File: src/inc/usr_pkg.sv
`default_nettype none
package usr_pkg;
   // register offsets, low three address bits
   localparam logic [2:0] OFS_TX_HOLD = 3'h0;
   localparam logic [2:0] OFS_IER = 3'h1;
   localparam logic [2:0] OFS_BANK2 = 3'h2;
   localparam logic [2:0] OFS_LCR = 3'h3;
   localparam logic [2:0] OFS_BANK4 = 3'h4;
   localparam logic [2:0] OFS_MCR = 3'h4;
   localparam logic [2:0] OFS_STATUS = 3'h5;
   localparam logic [2:0] OFS_BANK5 = 3'h5;
   localparam logic [2:0] OFS_BANK6 = 3'h6;
   localparam logic [2:0] OFS_BANK7 = 3'h7;
   localparam logic [2:0] OFS_EXT_BANK = 3'h7;
   // bank select codes and the enhanced-bank key
   localparam logic [1:0] BANK_NORMAL = 2'h0;
   localparam logic [1:0] BANK_FIRST = 2'h1;
   localparam logic [1:0] BANK_SECOND = 2'h2;
   localparam logic [7:0] LCR_ENH_KEY = 8'hbf;
   localparam logic [7:0] REG_RESET = 8'h00;
   // field positions, prescaler fraction width and default idle count
   localparam int IER_SLEEP = 4;
   localparam int IER_LSI = 2;
   localparam int EFR_ENH = 4;
   localparam int EFR_SPECIAL = 5;
   localparam int EFR_AUTO_RTS = 6;
   localparam int MCR_RTS = 1;
   localparam int AMC_SLEEP_RX = 4;
   localparam int ARC_NINE_BIT = 0;
   localparam int ARC_RX_DIS = 1;
   localparam int ARC_AUTO_RTS = 4;
   localparam int ARC_RTS_INV = 5;
   localparam int EXB_SEL_LO = 1;
   localparam int EXB_SEL_HI = 2;
   localparam int CLOCK_PRESCALER_FRACTION_W = 4;
   localparam int IDLE_CHARS_DEF = 4;

   typedef enum logic [1:0] {
      ST_AWAKE = 2'b00,
      ST_ASLEEP = 2'b01,
      ST_LOW_POWER_PIN = 2'b10
   } usr_pwr_state_t;

   // host register access
   typedef struct packed {
      logic wr;
      logic rd;
      logic [2:0] addr;
      logic [7:0] wdata;
   } usr_bus_req_t;

   // received character from the receive shifter
   typedef struct packed {
      logic valid;
      logic ninth;
      logic perr;
      logic [7:0] data;
   } usr_rx_char_t;

   // character pushed into the receive fifo
   typedef struct packed {
      logic push;
      logic perr;
      logic [7:0] data;
   } usr_rx_push_t;
endpackage
`default_nettype wire

File: src/core/usr_ctrl.sv
// Behaviour
// - sleep allowed only with enhanced enable and interrupt-enable sleep bit set
// - sleep needs static modem, rx idle four chars, tx empty, no irq, rx empty
// - sleep-ignores-rx bit drops the rx idle check
// - asleep stops uart core clock and baud clock
// - start bit, tx fifo write or modem change wakes the device
// - after wake, sleep re-enters when conditions hold, until sleep bit cleared
// - low power pin high stops clocks and isolates host pins on the next clock
// - rts source: auto rs485 first, then flow control, then modem-control bit
// - auto mode drives rts low on tx write, high after last bit
// - inversion bit makes rts high while pending, low when done
// - aux control bit 0 enables 9-bit mode, ninth bit 1 is address
// - manual mode drops data while disabled, stores address with parity error
// - enabled manual receiver keeps data, further address flags parity error
// - auto match discards others, self-enables on match, stores and signals
// - auto match disables on non-matching address, match stores ninth bit
// - enhanced registers reachable only with lcr 0xbf and bank bits zero
// - bank 01 maps first extra set, bank 10 maps second extra set
// - address compare uses only word-length low bits, bit 0 first
`timescale 1ns/10ps
`default_nettype none
module usr_ctrl
   import usr_pkg::*;
#(
   parameter int IDLE_CHARS = IDLE_CHARS_DEF
) (
   // clock and reset
   input wire logic clk_sys_i,
   input wire logic rst_n_i,
   // host register port
   input wire usr_bus_req_t bus_i,
   output logic [7:0] bus_rdata_o,
   // power pins and core status
   input wire logic low_power_pin_i,
   input wire logic rx_pin_i,
   input wire logic [3:0] modem_in_i,
   input wire logic char_tick_i,
   input wire logic tx_fifo_empty_i,
   input wire logic tx_shift_empty_i,
   input wire logic irq_pending_i,
   input wire logic rx_fifo_empty_i,
   output logic uart_clk_en_o,
   output logic baud_clk_en_o,
   output logic host_isolate_o,
   output logic tx_fifo_write_o,
   // request-to-send
   input wire logic flow_rts_n_i,
   output logic rts_n_o,
   // receive path
   input wire usr_rx_char_t rx_char_i,
   output usr_rx_push_t rx_push_o,
   output logic line_status_irq_o
);
   // refuse idle counts that the 8-bit counter cannot hold
   if (IDLE_CHARS < 1 || IDLE_CHARS > 255) begin : g_bad_idle
      $error("IDLE_CHARS out of range");
   end

   // mask of the word length, bit 0 is the first data bit
   function automatic logic [7:0] word_mask(input logic [1:0] wl);
      word_mask = 8'hff >> (3'h3 - {1'b0, wl});
   endfunction

   logic [7:0] ier_q, lcr_q, mcr_q, exb_q, efr_q;
   logic [7:0] xon_lo_q, xon_hi_q, xoff_lo_q, xoff_adr_q;
   logic [7:0] txl_q, rxl_q, fth_q, ftl_q;
   logic [CLOCK_PRESCALER_FRACTION_W-1:0] pres_q;
   logic [7:0] dly_q, arc_q, amc_q;
   usr_pwr_state_t state_q, state_d;
   logic [3:0] modem_q;
   logic [7:0] idle_cnt_q;
   logic rx_auto_en_q;
   logic rts_n_q;
   usr_rx_push_t push_q;
   logic lsi_q;
   logic [7:0] rdata_q;

   // bank decode: extra banks take the place of the normal registers
   wire logic [1:0] bank_sel = {exb_q[EXB_SEL_HI], exb_q[EXB_SEL_LO]};
   wire logic sel_first = bank_sel == BANK_FIRST;
   wire logic sel_second = bank_sel == BANK_SECOND;
   wire logic sel_enh = (lcr_q == LCR_ENH_KEY) && (bank_sel == BANK_NORMAL);
   wire logic sel_norm = !sel_first && !sel_second && !sel_enh;
   wire logic wr = bus_i.wr;
   wire logic [2:0] a = bus_i.addr;
   wire logic [7:0] wd = bus_i.wdata;
   // lcr stays reachable in every bank; bank control is writable only in the normal bank, so extra banks are left through reset
   wire logic wr_lcr = wr && a == OFS_LCR; // word length must stay settable in every bank
   wire logic wr_exb = wr && a == OFS_EXT_BANK && (sel_norm || sel_first || sel_second)
                       && !(sel_second || sel_first) || wr && a == OFS_EXT_BANK && sel_norm;
   wire logic wr_thr = wr && sel_norm && a == OFS_TX_HOLD && !lcr_q[7];
   wire logic wr_arc = wr && sel_second && a == OFS_BANK6;

   // register writes
   always_ff @(posedge clk_sys_i) begin
      if (!rst_n_i) begin
         ier_q <= REG_RESET;
         lcr_q <= REG_RESET;
         mcr_q <= REG_RESET;
         exb_q <= REG_RESET;
         efr_q <= REG_RESET;
         xon_lo_q <= REG_RESET;
         xon_hi_q <= REG_RESET;
         xoff_lo_q <= REG_RESET;
         xoff_adr_q <= REG_RESET;
         txl_q <= REG_RESET;
         rxl_q <= REG_RESET;
         fth_q <= REG_RESET;
         ftl_q <= REG_RESET;
         pres_q <= '0;
         dly_q <= REG_RESET;
         arc_q <= REG_RESET;
         amc_q <= REG_RESET;
      end else if (wr) begin
         if (wr_lcr) lcr_q <= wd;
         if (wr_exb) exb_q <= wd;
         if (sel_norm && a == OFS_IER) ier_q <= wd;
         if (sel_norm && a == OFS_MCR) mcr_q <= wd;
         if (sel_enh && a == OFS_BANK2) efr_q <= wd;
         if (sel_enh && a == OFS_BANK4) xon_lo_q <= wd;
         if (sel_enh && a == OFS_BANK5) xon_hi_q <= wd;
         if (sel_enh && a == OFS_BANK6) xoff_lo_q <= wd;
         if (sel_enh && a == OFS_BANK7) xoff_adr_q <= wd;
         if (sel_first && a == OFS_BANK2) txl_q <= wd;
         if (sel_first && a == OFS_BANK4) rxl_q <= wd;
         if (sel_first && a == OFS_BANK6) fth_q <= wd;
         if (sel_first && a == OFS_BANK7) ftl_q <= wd;
         if (sel_second && a == OFS_BANK2) pres_q <= wd[CLOCK_PRESCALER_FRACTION_W-1:0];
         if (sel_second && a == OFS_BANK4) dly_q <= wd;
         if (wr_arc) arc_q <= wd;
         if (sel_second && a == OFS_BANK7) amc_q <= wd;
      end
   end

   // read mux, unmapped offsets read zero
   logic [7:0] rmux;
   always_comb begin
      rmux = 8'h00;
      if (sel_first) begin
         case (a)
            OFS_BANK2: rmux = txl_q;
            OFS_BANK4: rmux = rxl_q;
            OFS_BANK6: rmux = fth_q;
            OFS_BANK7: rmux = ftl_q;
            OFS_LCR: rmux = lcr_q;
            default: rmux = 8'h00;
         endcase
      end else if (sel_second) begin
         case (a)
            OFS_BANK2: rmux = {{(8-CLOCK_PRESCALER_FRACTION_W){1'b0}}, pres_q};
            OFS_BANK4: rmux = dly_q;
            OFS_BANK6: rmux = arc_q;
            OFS_BANK7: rmux = amc_q;
            OFS_LCR: rmux = lcr_q;
            default: rmux = 8'h00;
         endcase
      end else if (sel_enh) begin
         case (a)
            OFS_BANK2: rmux = efr_q;
            OFS_LCR: rmux = lcr_q;
            OFS_BANK4: rmux = xon_lo_q;
            OFS_BANK5: rmux = xon_hi_q;
            OFS_BANK6: rmux = xoff_lo_q;
            OFS_BANK7: rmux = xoff_adr_q;
            default: rmux = 8'h00;
         endcase
      end else begin
         case (a)
            OFS_IER: rmux = ier_q;
            OFS_LCR: rmux = lcr_q;
            OFS_MCR: rmux = mcr_q;
            OFS_STATUS: rmux = {5'h00, rx_auto_en_q, rts_n_q, state_q == ST_ASLEEP};
            OFS_EXT_BANK: rmux = exb_q;
            default: rmux = 8'h00;
         endcase
      end
   end

   always_ff @(posedge clk_sys_i) begin
      if (!rst_n_i) rdata_q <= 8'h00;
      else if (bus_i.rd) rdata_q <= rmux;
   end

   // sleep entry and wake, on the always-on clock so wake needs no uart clock
   wire logic sleep_en = efr_q[EFR_ENH] && ier_q[IER_SLEEP];
   wire logic modem_chg = modem_in_i != modem_q;
   wire logic rx_idle = (idle_cnt_q >= 8'(IDLE_CHARS)) || amc_q[AMC_SLEEP_RX];
   wire logic can_sleep = sleep_en && !modem_chg && rx_idle && tx_fifo_empty_i
                          && tx_shift_empty_i && !irq_pending_i && rx_fifo_empty_i;
   wire logic wake_evt = !rx_pin_i || wr_thr || modem_chg;

   always_comb begin
      state_d = state_q;
      case (state_q)
         ST_AWAKE: if (can_sleep) state_d = ST_ASLEEP;
         ST_ASLEEP: if (wake_evt || !sleep_en) state_d = ST_AWAKE;
         ST_LOW_POWER_PIN: if (!low_power_pin_i) state_d = ST_AWAKE;
         default: state_d = ST_AWAKE;
      endcase
      if (low_power_pin_i) state_d = ST_LOW_POWER_PIN;
   end

   // idle count only advances on character ticks, which stop while asleep
   always_ff @(posedge clk_sys_i) begin
      if (!rst_n_i) begin
         state_q <= ST_AWAKE;
         modem_q <= 4'h0;
         idle_cnt_q <= 8'h00;
      end else begin
         state_q <= state_d;
         modem_q <= modem_in_i;
         if (!rx_pin_i) idle_cnt_q <= 8'h00;
         else if (char_tick_i && idle_cnt_q < 8'(IDLE_CHARS)) idle_cnt_q <= idle_cnt_q + 8'h01;
      end
   end

   // clock gates follow the state at once
   assign uart_clk_en_o = state_q == ST_AWAKE;
   assign baud_clk_en_o = state_q == ST_AWAKE;
   assign host_isolate_o = state_q == ST_LOW_POWER_PIN;
   assign tx_fifo_write_o = wr_thr;

   // rts source select; auto mode takes priority even when flow control is on
   wire logic tx_pending = wr_thr || !tx_fifo_empty_i || !tx_shift_empty_i;
   wire logic auto_lvl = arc_q[ARC_RTS_INV] ? tx_pending : !tx_pending;
   wire logic rts_d = arc_q[ARC_AUTO_RTS] ? auto_lvl
                    : efr_q[EFR_AUTO_RTS] ? flow_rts_n_i : !mcr_q[MCR_RTS];

   always_ff @(posedge clk_sys_i) begin
      if (!rst_n_i) rts_n_q <= 1'b1;
      else rts_n_q <= rts_d;
   end
   assign rts_n_o = rts_n_q;

   // multidrop receive filter
   wire logic nine_en = arc_q[ARC_NINE_BIT];
   wire logic auto_mt = nine_en && efr_q[EFR_SPECIAL];
   wire logic is_adr = rx_char_i.valid && nine_en && rx_char_i.ninth;
   wire logic [7:0] msk = word_mask(lcr_q[1:0]);
   wire logic adr_hit = (rx_char_i.data & msk) == (xoff_adr_q & msk);
   wire logic man_en = !arc_q[ARC_RX_DIS];
   logic keep;
   logic keep_perr;
   always_comb begin
      keep = rx_char_i.valid;
      keep_perr = rx_char_i.perr;
      if (auto_mt) begin
         keep = rx_char_i.valid && (is_adr ? adr_hit : rx_auto_en_q);
         keep_perr = is_adr ? 1'b1 : rx_char_i.perr;
      end else if (nine_en) begin
         keep = rx_char_i.valid && (is_adr || man_en);
         keep_perr = is_adr ? 1'b1 : rx_char_i.perr;
      end
   end

   // match wins over a software disable arriving in the same cycle
   always_ff @(posedge clk_sys_i) begin
      if (!rst_n_i) begin
         rx_auto_en_q <= 1'b0;
         push_q <= '0;
         lsi_q <= 1'b0;
      end else begin
         if (auto_mt && is_adr) rx_auto_en_q <= adr_hit;
         else if (wr_arc && wd[ARC_RX_DIS]) rx_auto_en_q <= 1'b0;
         push_q.push <= keep;
         push_q.perr <= keep_perr;
         push_q.data <= rx_char_i.data;
         lsi_q <= keep && is_adr && ier_q[IER_LSI];
      end
   end
   assign rx_push_o = push_q;
   assign line_status_irq_o = lsi_q;
   assign bus_rdata_o = rdata_q;

   // checks
   a_sleep_gate: assert property (@(posedge clk_sys_i) disable iff (!rst_n_i)
      state_q == ST_ASLEEP |-> sleep_en || $past(sleep_en)) else $error("asleep without enable");
   a_sleep_entry: assert property (@(posedge clk_sys_i) disable iff (!rst_n_i)
      (state_q == ST_AWAKE && !low_power_pin_i ##1 state_q == ST_ASLEEP)
      |-> $past(tx_fifo_empty_i && rx_fifo_empty_i && !irq_pending_i))
      else $error("sleep entered while busy");
   a_clock_stop: assert property (@(posedge clk_sys_i) disable iff (!rst_n_i)
      state_q == ST_ASLEEP |-> !uart_clk_en_o && !baud_clk_en_o) else $error("clock running asleep");
   a_wake_start: assert property (@(posedge clk_sys_i) disable iff (!rst_n_i)
      state_q == ST_ASLEEP && !rx_pin_i && !low_power_pin_i |=> uart_clk_en_o)
      else $error("no wake on start bit");
   a_low_power: assert property (@(posedge clk_sys_i) disable iff (!rst_n_i)
      low_power_pin_i |=> host_isolate_o && !uart_clk_en_o) else $error("low power ignored");
   a_rts_auto: assert property (@(posedge clk_sys_i) disable iff (!rst_n_i)
      arc_q[ARC_AUTO_RTS] && !arc_q[ARC_RTS_INV] && (wr_thr || !tx_fifo_empty_i)
      |=> !rts_n_o) else $error("rts not driven low");
   a_rts_inv: assert property (@(posedge clk_sys_i) disable iff (!rst_n_i)
      arc_q[ARC_AUTO_RTS] && arc_q[ARC_RTS_INV] && !tx_pending ##1 arc_q[ARC_AUTO_RTS]
      && arc_q[ARC_RTS_INV] |-> !rts_n_o) else $error("inverted rts wrong");
   a_addr_store: assert property (@(posedge clk_sys_i) disable iff (!rst_n_i)
      is_adr && !auto_mt |=> rx_push_o.push && rx_push_o.perr) else $error("address lost");
   a_auto_drop: assert property (@(posedge clk_sys_i) disable iff (!rst_n_i)
      auto_mt && is_adr && !adr_hit |=> !rx_push_o.push && !rx_auto_en_q)
      else $error("mismatch kept");
   // source priority, sleep and low power bookkeeping, bank lock
   a_rts_flow: assert property (@(posedge clk_sys_i) disable iff (!rst_n_i)
      !arc_q[ARC_AUTO_RTS] && efr_q[EFR_AUTO_RTS] |=> rts_n_o == $past(flow_rts_n_i))
      else $error("rts not from flow control");
   a_rts_mcr: assert property (@(posedge clk_sys_i) disable iff (!rst_n_i)
      !arc_q[ARC_AUTO_RTS] && !efr_q[EFR_AUTO_RTS] |=> rts_n_o == !$past(mcr_q[MCR_RTS]))
      else $error("rts not from modem control");
   a_sleep_quiet: assert property (@(posedge clk_sys_i) disable iff (!rst_n_i)
      (state_q == ST_AWAKE && !low_power_pin_i ##1 state_q == ST_ASLEEP)
      |-> $past(tx_shift_empty_i && modem_in_i == modem_q
      && (amc_q[AMC_SLEEP_RX] || idle_cnt_q >= 8'(IDLE_CHARS))))
      else $error("sleep while line active");
   a_sleep_exit: assert property (@(posedge clk_sys_i) disable iff (!rst_n_i)
      state_q == ST_ASLEEP && !sleep_en && !low_power_pin_i |=> state_q == ST_AWAKE)
      else $error("sleep kept after disable");
   a_tx_wake: assert property (@(posedge clk_sys_i) disable iff (!rst_n_i)
      state_q == ST_ASLEEP && wr_thr && !low_power_pin_i |=> uart_clk_en_o) else $error("no tx wake");
   a_low_exit: assert property (@(posedge clk_sys_i) disable iff (!rst_n_i)
      state_q == ST_LOW_POWER_PIN && !low_power_pin_i |=> uart_clk_en_o && !host_isolate_o)
      else $error("low power not left");
   a_bank_lock: assert property (@(posedge clk_sys_i) disable iff (!rst_n_i)
      bus_i.wr && !sel_enh |=> $stable(efr_q)) else $error("efr written outside its bank");
   // multidrop receive filter
   a_rx_pass: assert property (@(posedge clk_sys_i) disable iff (!rst_n_i)
      rx_char_i.valid && !nine_en |=> rx_push_o.push && rx_push_o.perr == $past(rx_char_i.perr))
      else $error("plain char not passed");
   a_rx_dropped: assert property (@(posedge clk_sys_i) disable iff (!rst_n_i)
      nine_en && !auto_mt && rx_char_i.valid && !is_adr && arc_q[ARC_RX_DIS]
      |=> !rx_push_o.push) else $error("data kept while disabled");
   a_auto_keep: assert property (@(posedge clk_sys_i) disable iff (!rst_n_i)
      auto_mt && rx_char_i.valid && !is_adr && !rx_auto_en_q
      |=> !rx_push_o.push) else $error("data kept before match");
   a_auto_enable: assert property (@(posedge clk_sys_i) disable iff (!rst_n_i)
      auto_mt && is_adr && adr_hit |=> rx_auto_en_q && rx_push_o.push && rx_push_o.perr)
      else $error("match not stored");
   a_lsi_pulse: assert property (@(posedge clk_sys_i) disable iff (!rst_n_i)
      line_status_irq_o |-> rx_push_o.push && rx_push_o.perr) else $error("stray line irq");
   c_sleep_wake: cover property (@(posedge clk_sys_i) disable iff (!rst_n_i)
      state_q == ST_ASLEEP ##1 state_q == ST_AWAKE);
   c_low_power: cover property (@(posedge clk_sys_i) disable iff (!rst_n_i)
      state_q == ST_LOW_POWER_PIN);
   c_auto_match: cover property (@(posedge clk_sys_i) disable iff (!rst_n_i)
      auto_mt && is_adr && adr_hit);
   c_rts_auto: cover property (@(posedge clk_sys_i) disable iff (!rst_n_i)
      arc_q[ARC_AUTO_RTS] && !tx_fifo_empty_i ##1 !rts_n_o);
   c_addr_irq: cover property (@(posedge clk_sys_i) disable iff (!rst_n_i)
      line_status_irq_o);
endmodule // usr_ctrl
`default_nettype wire

File: config.mk
export PLATFORM = sky130hd
export DESIGN_NAME = usr_ctrl
export DESIGN_NICKNAME = d
export VERILOG_FILES = /design/src/inc/usr_pkg.sv /design/src/core/usr_ctrl.sv
export SDC_FILE = /design/constraint.sdc
export NUM_CORES = 1
export LEC_CHECK = 0
export BUFFER_PORTS_ARGS = -buffer_cell sky130_fd_sc_hd__buf_2
export CAP_MARGIN = 20
export CORE_ASPECT_RATIO = 0.7
export CORE_MARGIN = 2
export CORE_UTILIZATION = 31
export DETAILED_ROUTE_END_ITERATION = 16
export PLACE_DENSITY = 0.56
export SLEW_MARGIN = 20
export SYNTH_ARGS = -nofsm -noshare
export SYNTH_HDL_FRONTEND = slang
export SYNTH_SLANG_ARGS = --single-unit
File: constraint.sdc
create_clock -name clk_sys_i -period 3.1 [get_ports clk_sys_i]
set_clock_uncertainty 0.1 [all_clocks]
set_input_delay 0 -clock clk_sys_i [delete_from_list [all_inputs] [get_ports clk_sys_i]]
set_output_delay 0 -clock clk_sys_i [all_outputs]
set_load 0.01 [all_outputs]
==> results of run 1 <==
cell type report:
cell class	instances	share of cell area
clock buffer	17	0.0439
timing repair buffer	128	0.0947
sequential	167	0.345
inverter	9	0.00348
multi-input combinational	631	0.448
clock inverter	15	0.0219
tap	331	0.0427
state kept, by name, indices dropped and copies added (netlist names), 8 cells and up:
register and cells:
rx_push_o 10, amc_q 8, arc_q 8, bus_rdata_o 8
dly_q 8, efr_q 8, exb_q 8, fth_q 8
ftl_q 8, idle_cnt_q 8, ier_q 8, lcr_q 8
mcr_q 8, rxl_q 8, txl_q 8, xoff_adr_q 8
xoff_lo_q 8, xon_hi_q 8, xon_lo_q 8
how the worst min path moves through the flow:
stage | start | endpoint | slack, ps | depth (start not counted)
after CTS | rx_char_i[9] | rx_push_o[8] | 80 | 3
after global routing | bus_i[9] | bus_rdata_o[2] | 130 | 4
after detailed placement | rx_char_i[8] | rx_push_o[8] | 110 | 2
final | rx_char_i[9] | rx_push_o[8] | 110 | 3
after floorplan | modem_in_i[0] | modem_q[0] | 20 | 1
after global placement | rx_char_i[8] | rx_push_o[8] | 110 | 2
cells in the mapped netlist, types with 2 or more instances:
master,instances
a21boi_0,71
a21oi_1,15
a221o_1,5
a221oi_1,3
a22o_1,6
a22oi_1,22
a31oi_1,4
and2_1,13
and3_1,7
buf_1,2
buf_2,15
clkbuf_1,51
dfxtp_1,167
ha_1,5
inv_1,8
mux2_2,17
mux2i_1,89
mux4_2,6
nand2_1,113
nand2b_1,7
nand3_1,54
nand4_1,6
nor2_1,22
nor2b_1,70
nor3_1,3
nor3_4,3
nor4b_1,2
o21a_1,2
o21ai_0,27
o221ai_1,2
o22ai_1,13
o2bb2ai_1,7
xnor2_1,7
xor2_1,7
worst min-delay path, stage by stage:
cell and delay, ps:
buf_2 90, and3_1 370, o21a_1 150
kinds of logic after synthesis:
logic type | after synthesis | share of synthesized area
AO/OA/AOI/OAI | 186 | 0.165
XOR/XNOR | 14 | 0.0153
adder cells (fa/ha/maj) | 5 | 0.00780
buffers and inverters | 79 | 0.0407
flip-flops | 167 | 0.417
multiplexers | 112 | 0.152
AND/OR/NAND/NOR | 314 | 0.203
routing by layer:
| metal | global-route usage | vias up |
|---|---|---|
| li1 | - | 3252 |
| met3 | 0.0418 | 23 |
| met2 | 0.265 | 268 |
| met1 | 0.321 | 3345 |
| met5 | 0 | - |
| met4 | 0.0395 | 2 |
power breakdown:
| group | internal (mW) | total, mW | switching [mW] |
|---|---|---|---|
| sequential | 2.17 | 2.19 | 0.0162 |
| combinational | 0.158 | 0.402 | 0.244 |
| clock | 1.37 | 2.36 | 0.986 |
stage by stage:
stage | setup slack (ps) | total power [mW] | util | hold WS, ps | cells
2_1_floorplan | 981 | 2.45 | - | 21.7 | 877
3_3_place_gp | 754 | 2.60 | 0.341 | 108 | 1233
3_5_place_dp | 741 | 2.60 | 0.341 | 113 | 1233
4_1_cts | 639 | 4.98 | 0.379 | 83.4 | 1298
5_1_grt | 510 | 5.11 | 0.379 | 126 | 1298
6_report | 667 | 4.95 | 0.379 | 107 | 1298
repair_timing:
action | in CTS | in global routing
hold buffers | 33 | 0
setup endpoints to repair | 0 | 0
hold endpoints to repair | 99 | 0
==> results by group, run 1 <==
Outcome
  • Status: complete, no violations

Layout
  • # fillers: 2562
  • Antenna cells: 0
  • Commonest non-fill, non-tap cell in the layout: dfxtp_1
  • Most frequent cells in the layout: 167 x dfxtp_1, 113 x nand2_1, 89 x mux2i_1, 71 x a21boi_0, 70 x nor2b_1
  • Register area: 0.00334 mm2
  • Area Growth Syn to Fin: 20.9%
  • Layout net count: 997
  • Multi-input combinational cell area: 0.00435 mm2
  • Design Area, Final: 0.00970 mm2
  • Fraction of layout cells with a size suffix above 1: 0.163

Power
  • Power Density: 510 mW/mm2
  • Worst VDD drop: 0.381 mV
  • Leak: 3.69 nW

Route
  • Wire length per cell: 20.6 um
  • Routed wl met3: 2.14 mm
  • Routed WL: 26.7 mm
  • Routed length on met2: 10.5 mm
  • DRT antenna net count: 0
  • Vias post-DR: 6890
  • DRC viols: 0
  • DR pass1 iterations: 7
  • Top sig layer: met5
  • Met1 WL: 13.7 mm
  • Iter 0 DRT Violations: 774
  • Vias/cell: 5.31

Floorplanning
  • IO Count: 62
  • Core footprint: 0.0256 mm2
  • Die height: 139 um
  • Die extent in x: 196 um
  • Die ar.: 0.0272 mm2
  • Starting Density: 0.314
  • FP Rows: 49

Clock network
  • Postcts setup bufs: 0
  • Number of buffers created by CTS: 17
  • Reg clk slew, reported paths: 70 ps
  • H-tree Lvls: 4
  • CTS Buffer Depth: 2
  • TritonCTS clock tree: yes
  • Clock root cell: clkbuf_16
  • Skew-Pair Late Insertion Delay: 440 ps
  • Post-CTS sizing: 0
  • Clk sinks: 167

GRT
  • Tot GR Track Use: 0.199
  • Initial antenna violation count: 1
  • Vias in the first global route: 6342
  • First-pass GRT wire length: 41.0 mm
  • Gr ovfl total: 0
  • Largest net degree at the start of global routing: 103

Synthesis
  • Ys Warns: 0
  • Mapped Nets: 920
  • Share of the synthesized area in the top cell type: 0.417
  • Register bit total from synthesis: 167
  • Post-Synthesis Cells: 877
  • Most used DFF post-synth: dfxtp_1
  • Async set-reset flop share out of synthesis: 0
  • Mapped Area: 0.00802 mm2
  • Synth area leader: dfxtp_1
  • Synth Area per Inst: 9.14 um2
  • Sequential-to-total area share from yosys stat: 0.417
  • Largest cells by area after synthesis: dfxtp_1 42%, mux2i_1 11%, a21boi_0 6.6%
  • Post-synth EDFFs: 0
  • Synth cell types: 60

Worst setup path
  • Bufs and invs on worst path: 2
  • CP Launch Type: flop
  • Worst reg2reg path depth: 5
  • Crit path from: state_q[1]
  • Cell family with most CP delay: buffers and inverters
  • Most frequent CP cell: dlygate4sd3_1
  • Delay of the slowest critical-path stage: 590 ps
  • Type of the worst setup path: flop to flop
  • WP depth: 5
  • Crit path to: state_q[0]
  • Worst Path Required: 3380 ps
  • Ordered cell list for the critical path: nor4b_1, o2111ai_1, dlygate4sd3_1, a2111oi_0, dlygate4sd3_1
  • Reg-to-Reg Start: state_q[1]
  • Worst Path Max Fanout: 5
  • CP max stage cell: dlygate4sd3_1
  • CP endpoint kind: flop
  • R2R Setup Slk: 670 ps
  • CP arrival: 2710 ps
  • RR Endpoint: state_q[0]

STA
  • Rel. slew slack: 0.410
  • Worst slew pin tran: 885 ps
  • Period utilization: 0.785
  • Setup violations, final: 0
  • Fin. max-slew vios: 0
  • Setup TNS: 0 ps
  • Final hold viol count: 0
  • Max Freq: 411 MHz
  • RSZ-0062 raised after global routing: no
  • Crit path time final: 2430 ps

Job
  • Max Cap Viol: 0

Placement
  • Port Buffers: 61
  • Placed inst area: 0.00873 mm2
  • DP Wirelength: 18.0 mm
  • Gpl congestion: 0.935

Min path
  • Hold Crit Class: primary input to flop
(Power assumes the default switching activity.)
==> inputs of run 2 (changes only) <==
Settings changed: PLACE_DENSITY 0.56 to 0.57.
Clock period 3.1 ns to 2 ns, I/O delays scaled along.
==> results by group, run 2 (synthesis gave the netlist of run 1 again) <==
Power
  • Leak: 4.05 nW
  • Worst VDD drop: 0.480 mV
  • P_sw: 1.84 mW
  • Logic gate share of total power: 0.093
  • Flop pwr share: 0.447
  • Power Density: 731 mW/mm2
  • Internal power: 5.75 mW
  • Clock power frac: 0.460
  • Pwr Total: 7.58 mW
  • Sw Share: 0.242

Outcome
  • Failing checks: negative setup slack
  • Status: finished with violations

GRT
  • First-pass GRT wire length: 40.8 mm
  • Tot GR Track Use: 0.200
  • Gr ovfl total: 0
  • Met2 layer usage reported by global route: 0.270
  • Initial antenna violation count: 0
  • Met3 usage: 0.0482
  • Layer with the highest usage: met1
  • Met1 usage: 0.312
  • Largest net degree at the start of global routing: 84
  • Vias in the first global route: 6585

STA
  • Period utilization: 1.02
  • PnR worst setup slack: -34.6 ps
  • Crit path time final: 2030 ps
  • Setup violations, final: 24
  • Fin. max-slew vios: 0
  • RSZ-0062 raised after global routing: yes
  • Rel. slew slack: 0.624
  • Min Hold Slack: 64.3 ps
  • Max Freq: 491 MHz
  • Worst slew pin tran: 562 ps
  • Final hold viol count: 0

Layout
  • Most frequent cells in the layout: 165 x dfxtp_1, 108 x nand2_1, 89 x mux2i_1, 78 x buf_4, 70 x nor2b_1
  • Area Growth Syn to Fin: 29.4%
  • Fin cells: 1362
  • Max reg flops: 10
  • Layout net count: 1061
  • Antenna cells: 0
  • Fraction of layout cells with a size suffix above 1: 0.226
  • Final core occ: 0.406
  • Commonest non-fill, non-tap cell in the layout: dfxtp_1

Floorplanning
  • Die extent in x: 196 um
  • Die height: 139 um
  • Core footprint: 0.0256 mm2
  • Starting Density: 0.314
  • IO Count: 62
  • FP Rows: 49
  • Die ar.: 0.0272 mm2

Worst setup path
  • Worst Path Max Fanout: 8
  • CP arrival: 2260 ps
  • CP endpoint kind: flop
  • Worst Path Required: 2230 ps
  • CP Launch Type: flop
  • Type of the worst setup path: flop to flop
  • Worst reg2reg path depth: 8
  • Reg-to-Reg Start: exb_q[1]
  • R2R Setup Slk: -30 ps
  • RR Endpoint: xoff_adr_q[3]

Route
  • Vias post-DR: 7091
  • DRC viols: 0
  • DRT antenna net count: 0
  • DR pass1 iterations: 5
  • Wire length per cell: 19.9 um
  • Routed WL: 27.0 mm
  • Vias/cell: 5.21
  • Iter 0 DRT Violations: 619

Placement
  • Gpl congestion: 0.925
  • DP Wirelength: 18.8 mm
  • Placed Cells: 1288
  • Port Buffers: 61

Clock network
  • H-tree Lvls: 4
  • Clk sinks: 167
  • Clock root cell: clkbuf_16
  • Reg clk slew, reported paths: 70 ps
  • CTS Buffer Depth: 2
  • TritonCTS clock tree: yes
  • Skew-Pair Late Insertion Delay: 440 ps
  • Number of buffers created by CTS: 17

Min path
  • Hold Crit Start: rx_char_i[9]
  • WHS Path Cells: 4
  • Hold Crit Class: primary input to flop
  • Worst Hold Path EP: rx_push_o[8]

Job
  • Max Cap Viol: 0
run 2: cell types whose count changed in the layout (fill, tap and decap cells not counted), sizes merged:
cell	change
dlygate4sd3	+6
clkinv	-1
bufinv	-1
inv	-6
clkinvlp	+3
clkbuf	+5
buf	+58
run 2: repair_timing:
| action | in CTS | in global routing |
|---|---|---|
| buffers inserted | 1 | 2 |
| endpoints found under the hold margin | 118 | 0 |
| gates resized for setup | 1 | 35 |
| hold buffers | 39 | 0 |
| endpoints found under the setup margin | 17 | 58 |
| pin swaps | 0 | 8 |
run 2: worst max-delay path, cell delays in order, from the launching register on:
cell	delay (ps)
dfxtp_2	330
inv_2	70
ha_4	120
nand2_2	60
or4_4	630
nor3_4	190
buf_12	170
mux2i_1	190
nor2b_1	70
run 2: how the worst max path moves through the flow:
| stage | startpoint | to | cells past startpoint |
|---|---|---|---|
| 3_3_place_gp | bus_i[8] | txl_q[1] | 9 |
| 2_1_floorplan | exb_q[2] | efr_q[0] | 8 |
| 6_report | exb_q[1] | xoff_adr_q[3] | 8 |
| 4_1_cts | exb_q[2] | efr_q[4] | 8 |
| 5_1_grt | exb_q[1] | xoff_adr_q[3] | 8 |
| 3_5_place_dp | bus_i[8] | txl_q[4] | 9 |
run 2: area by class of cell:
type                            instances  area [um2]
Clock buffer                           22         474
Clock inverter                         10         144
Fill cell                            2545       15200
Inverter                                9        33.8
Multi-Input combinational cell        631        4420
Sequential cell                       167        3350
Tap cell                              331         414
Timing Repair Buffer                  192        1540
run 2: metal layers:
metal  part of all wire  wire [um]
met5                  0          0
met4              0.013        339
met3              0.072       1950
met2               0.40      10800
met1               0.52      14000
run 2: power groups by stage:
stage	registers (mW)	logic, mW	clock network [mW]
final	3.39	0.707	3.48
after global routing	3.39	0.748	3.69
after CTS	3.39	0.692	3.54
after detailed placement	3.46	0.632	0
after global placement	3.46	0.632	0
after floorplan	3.47	0.328	0
run 2: stage by stage:
| stage | setup TNS [ps] | setup WS (ps) | area (um2) |
|---|---|---|---|
| CTS | -113 | -19.3 | 10300 |
| finish | -326 | -34.6 | 10400 |
| global route | -2280 | -118 | 10400 |
| detailed placement | -718 | -97.4 | 9270 |
| floorplan | -634 | -68.7 | 8030 |
| global placement | -671 | -90.5 | 9270 |
==> inputs of run 3 (changes only) <==
Settings changed: ABC_AREA from default to 1.
==> results by group, run 3 <==
Outcome
  • Status: complete, no violations

STA
  • Crit path time final: 1890 ps
  • Period utilization: 0.943
  • Fin. max-slew vios: 0
  • Max Freq: 530 MHz
  • Rel. slew slack: 0.614
  • RSZ-0062 raised after global routing: yes
  • Min Hold Slack: 12.1 ps
  • Worst slew pin tran: 579 ps
  • Final hold viol count: 0
  • Setup violations, final: 0

Placement
  • Port Buffers: 61
  • Gpl congestion: 0.885
  • Placed inst area: 0.00844 mm2
  • DP Wirelength: 18.7 mm

Route
  • Iter 0 DRT Violations: 786
  • DRT antenna net count: 0
  • Vias post-DR: 7885
  • DR pass1 iterations: 5
  • Wire length per cell: 17.3 um
  • DRC viols: 0
  • Routed WL: 27.1 mm
  • Vias/cell: 5.04

Synthesis
  • Async set-reset flop share out of synthesis: 0
  • Post-synth EDFFs: 0
  • Post-synthesis compound-gate area fraction: 0.144
  • Mapped Area: 0.00764 mm2
  • Synth cell types: 31
  • Share of the synthesized area in the top cell type: 0.437
  • Most common cell in the netlist: nand2_1
  • Register bit total from synthesis: 167
  • Ys Warns: 0
  • Synth Area in XOR/XNOR: 0.00802
  • Post-synthesis adder-cell area fraction: 0.00818
  • Synth cell count leaders: 234 x nand2_1, 189 x nor2_1, 167 x dfxtp_1, 121 x o21ai_0, 95 x nand3_1
  • Synth area leader: dfxtp_1
  • Post-Synthesis Cells: 1122
  • Post-synthesis mux area share: 0
  • Largest cells by area after synthesis: dfxtp_1 44%, nand2_1 11%, nor2_1 9.3%
  • Largest family of logic cells by synthesized area: simple AND/OR/NAND/NOR gates
  • Post-Synth Simple-Gate Area: 0.322
  • Most used DFF post-synth: dfxtp_1
  • Sequential-to-total area share from yosys stat: 0.437
  • Synth Area per Inst: 6.81 um2
  • Mapped Nets: 1165

Power
  • Leak: 4.00 nW
  • Worst VDD drop: 0.580 mV
  • Logic gate share of total power: 0.083
  • Flop pwr share: 0.460
  • Clock power frac: 0.457
  • P_sw: 1.95 mW
  • Sw Share: 0.263
  • Power Density: 780 mW/mm2
  • Internal power: 5.44 mW

Floorplanning
  • Starting Density: 0.313
  • Core footprint: 0.0244 mm2
  • Die ar.: 0.0260 mm2
  • Die height: 135 um
  • Die extent in x: 192 um
  • FP Rows: 48
  • IO Count: 62

Clock network
  • Clock root cell: clkbuf_16
  • Skew-Pair Late Insertion Delay: 430 ps
  • Number of buffers created by CTS: 17
  • CTS Buffer Depth: 2
  • Clk sinks: 167
  • TritonCTS clock tree: yes
  • Reg clk slew, reported paths: 70 ps
  • H-tree Lvls: 4

Worst setup path
  • CP Launch Type: flop
  • CP arrival: 1790 ps
  • CP endpoint kind: output port
  • Worst Path Max Fanout: 10
  • Type of the worst setup path: flop to output port
  • Worst Path Required: 1900 ps

GRT
  • Tot GR Track Use: 0.215
  • Vias in the first global route: 7357
  • First-pass GRT wire length: 42.1 mm
  • Met1 usage: 0.325
  • Met2 layer usage reported by global route: 0.306
  • Layer with the highest usage: met1
  • Largest net degree at the start of global routing: 77
  • Gr ovfl total: 0
  • Met3 usage: 0.0484
  • Initial antenna violation count: 0

Layout
  • Design Area, Final: 0.00947 mm2
  • Layout net count: 1269
  • Max reg flops: 10
  • Most frequent cells in the layout: 227 x nand2_1, 187 x nor2_1, 166 x dfxtp_1, 120 x o21ai_0, 93 x nand3_1
  • Area Growth Syn to Fin: 23.8%
  • Fraction of layout cells with a size suffix above 1: 0.149
  • Commonest non-fill, non-tap cell in the layout: nand2_1
  • Antenna cells: 0

Min path
  • Hold Crit Class: primary input to flop

Job
  • Max Cap Viol: 0
-- run 3: timing repair --
action | in CTS | in global routing
gates resized for setup | 2 | 24
pin swaps | 0 | 3
hold endpoints to repair | 113 | 0
hold buffers | 34 | 0
endpoints found under the setup margin | 14 | 64
buffers inserted | 0 | 3
cloned | 0 | 0
-- run 3: critical path: stages, from the launching register on --
cell and delay, ps:
dfxtp_1 360, inv_2 60, ha_1 210, nand3_2 110
nor2_2 40, nand2_2 100, buf_6 150, nand3_4 110
inv_1 90, buf_2 120
-- run 3: metrics by stage --
step,util,setup TNS (ps),worst slack [ps],std cells,power (mW)
2_1_floorplan,-,0,290,1122,3.76
3_3_place_gp,0.345,0,53.7,1495,4.01
3_5_place_dp,0.345,-98.0,-19.2,1495,4.01
4_1_cts,0.384,-315,-39.0,1561,7.40
5_1_grt,0.387,-1.52,-1.52,1564,7.63
6_report,0.387,0,113,1564,7.39
-- run 3: power groups by stage --
stage          logic [mW]  clock network (mW)  registers (mW)
6_report            0.616                3.38            3.40
5_1_grt             0.669                3.56            3.40
4_1_cts             0.594                3.41            3.39
3_5_place_dp        0.542                   0            3.47
3_3_place_gp        0.538                   0            3.47
2_1_floorplan       0.291                   0            3.47
-- run 3: layer usage --
metal / vias up / share of wire
met2: 298 / 0.41
li1: 3866 / -
met3: 21 / 0.090
met4: 0 / 0.010
met1: 3700 / 0.49
met5: - / 0
-- run 3: logic make-up (layout without fill, tap and decap cells) --
family,Yosys count,count (layout)
XOR/XNOR,7,7
AO/OA/AOI/OAI,216,216
AND/OR/NAND/NOR,578,578
buffers and inverters,149,266
flip-flops,167,167
adder cells (fa/ha/maj),5,5
-- run 3: area by class of cell --
cell class,count,area [um2]
Fill cell,2581,15000
Multi-Input combinational cell,806,3750
Sequential cell,167,3340
Timing Repair Buffer,141,1020
Clock buffer,17,425
Tap cell,325,407
Inverter,93,352
Clock inverter,15,166
-- run 3: worst paths after layout --
path                      start         endpoint  slack (ps)  depth (start not counted)
setup / recovery       exb_q[1]  tx_fifo_write_o         110                          9
hold / removal         bus_i[4]         ftl_q[4]          10                          3
setup reg to reg       lcr_q[2]         efr_q[2]         150                          7
hold reg to reg   idle_cnt_q[3]    idle_cnt_q[3]         330                          2
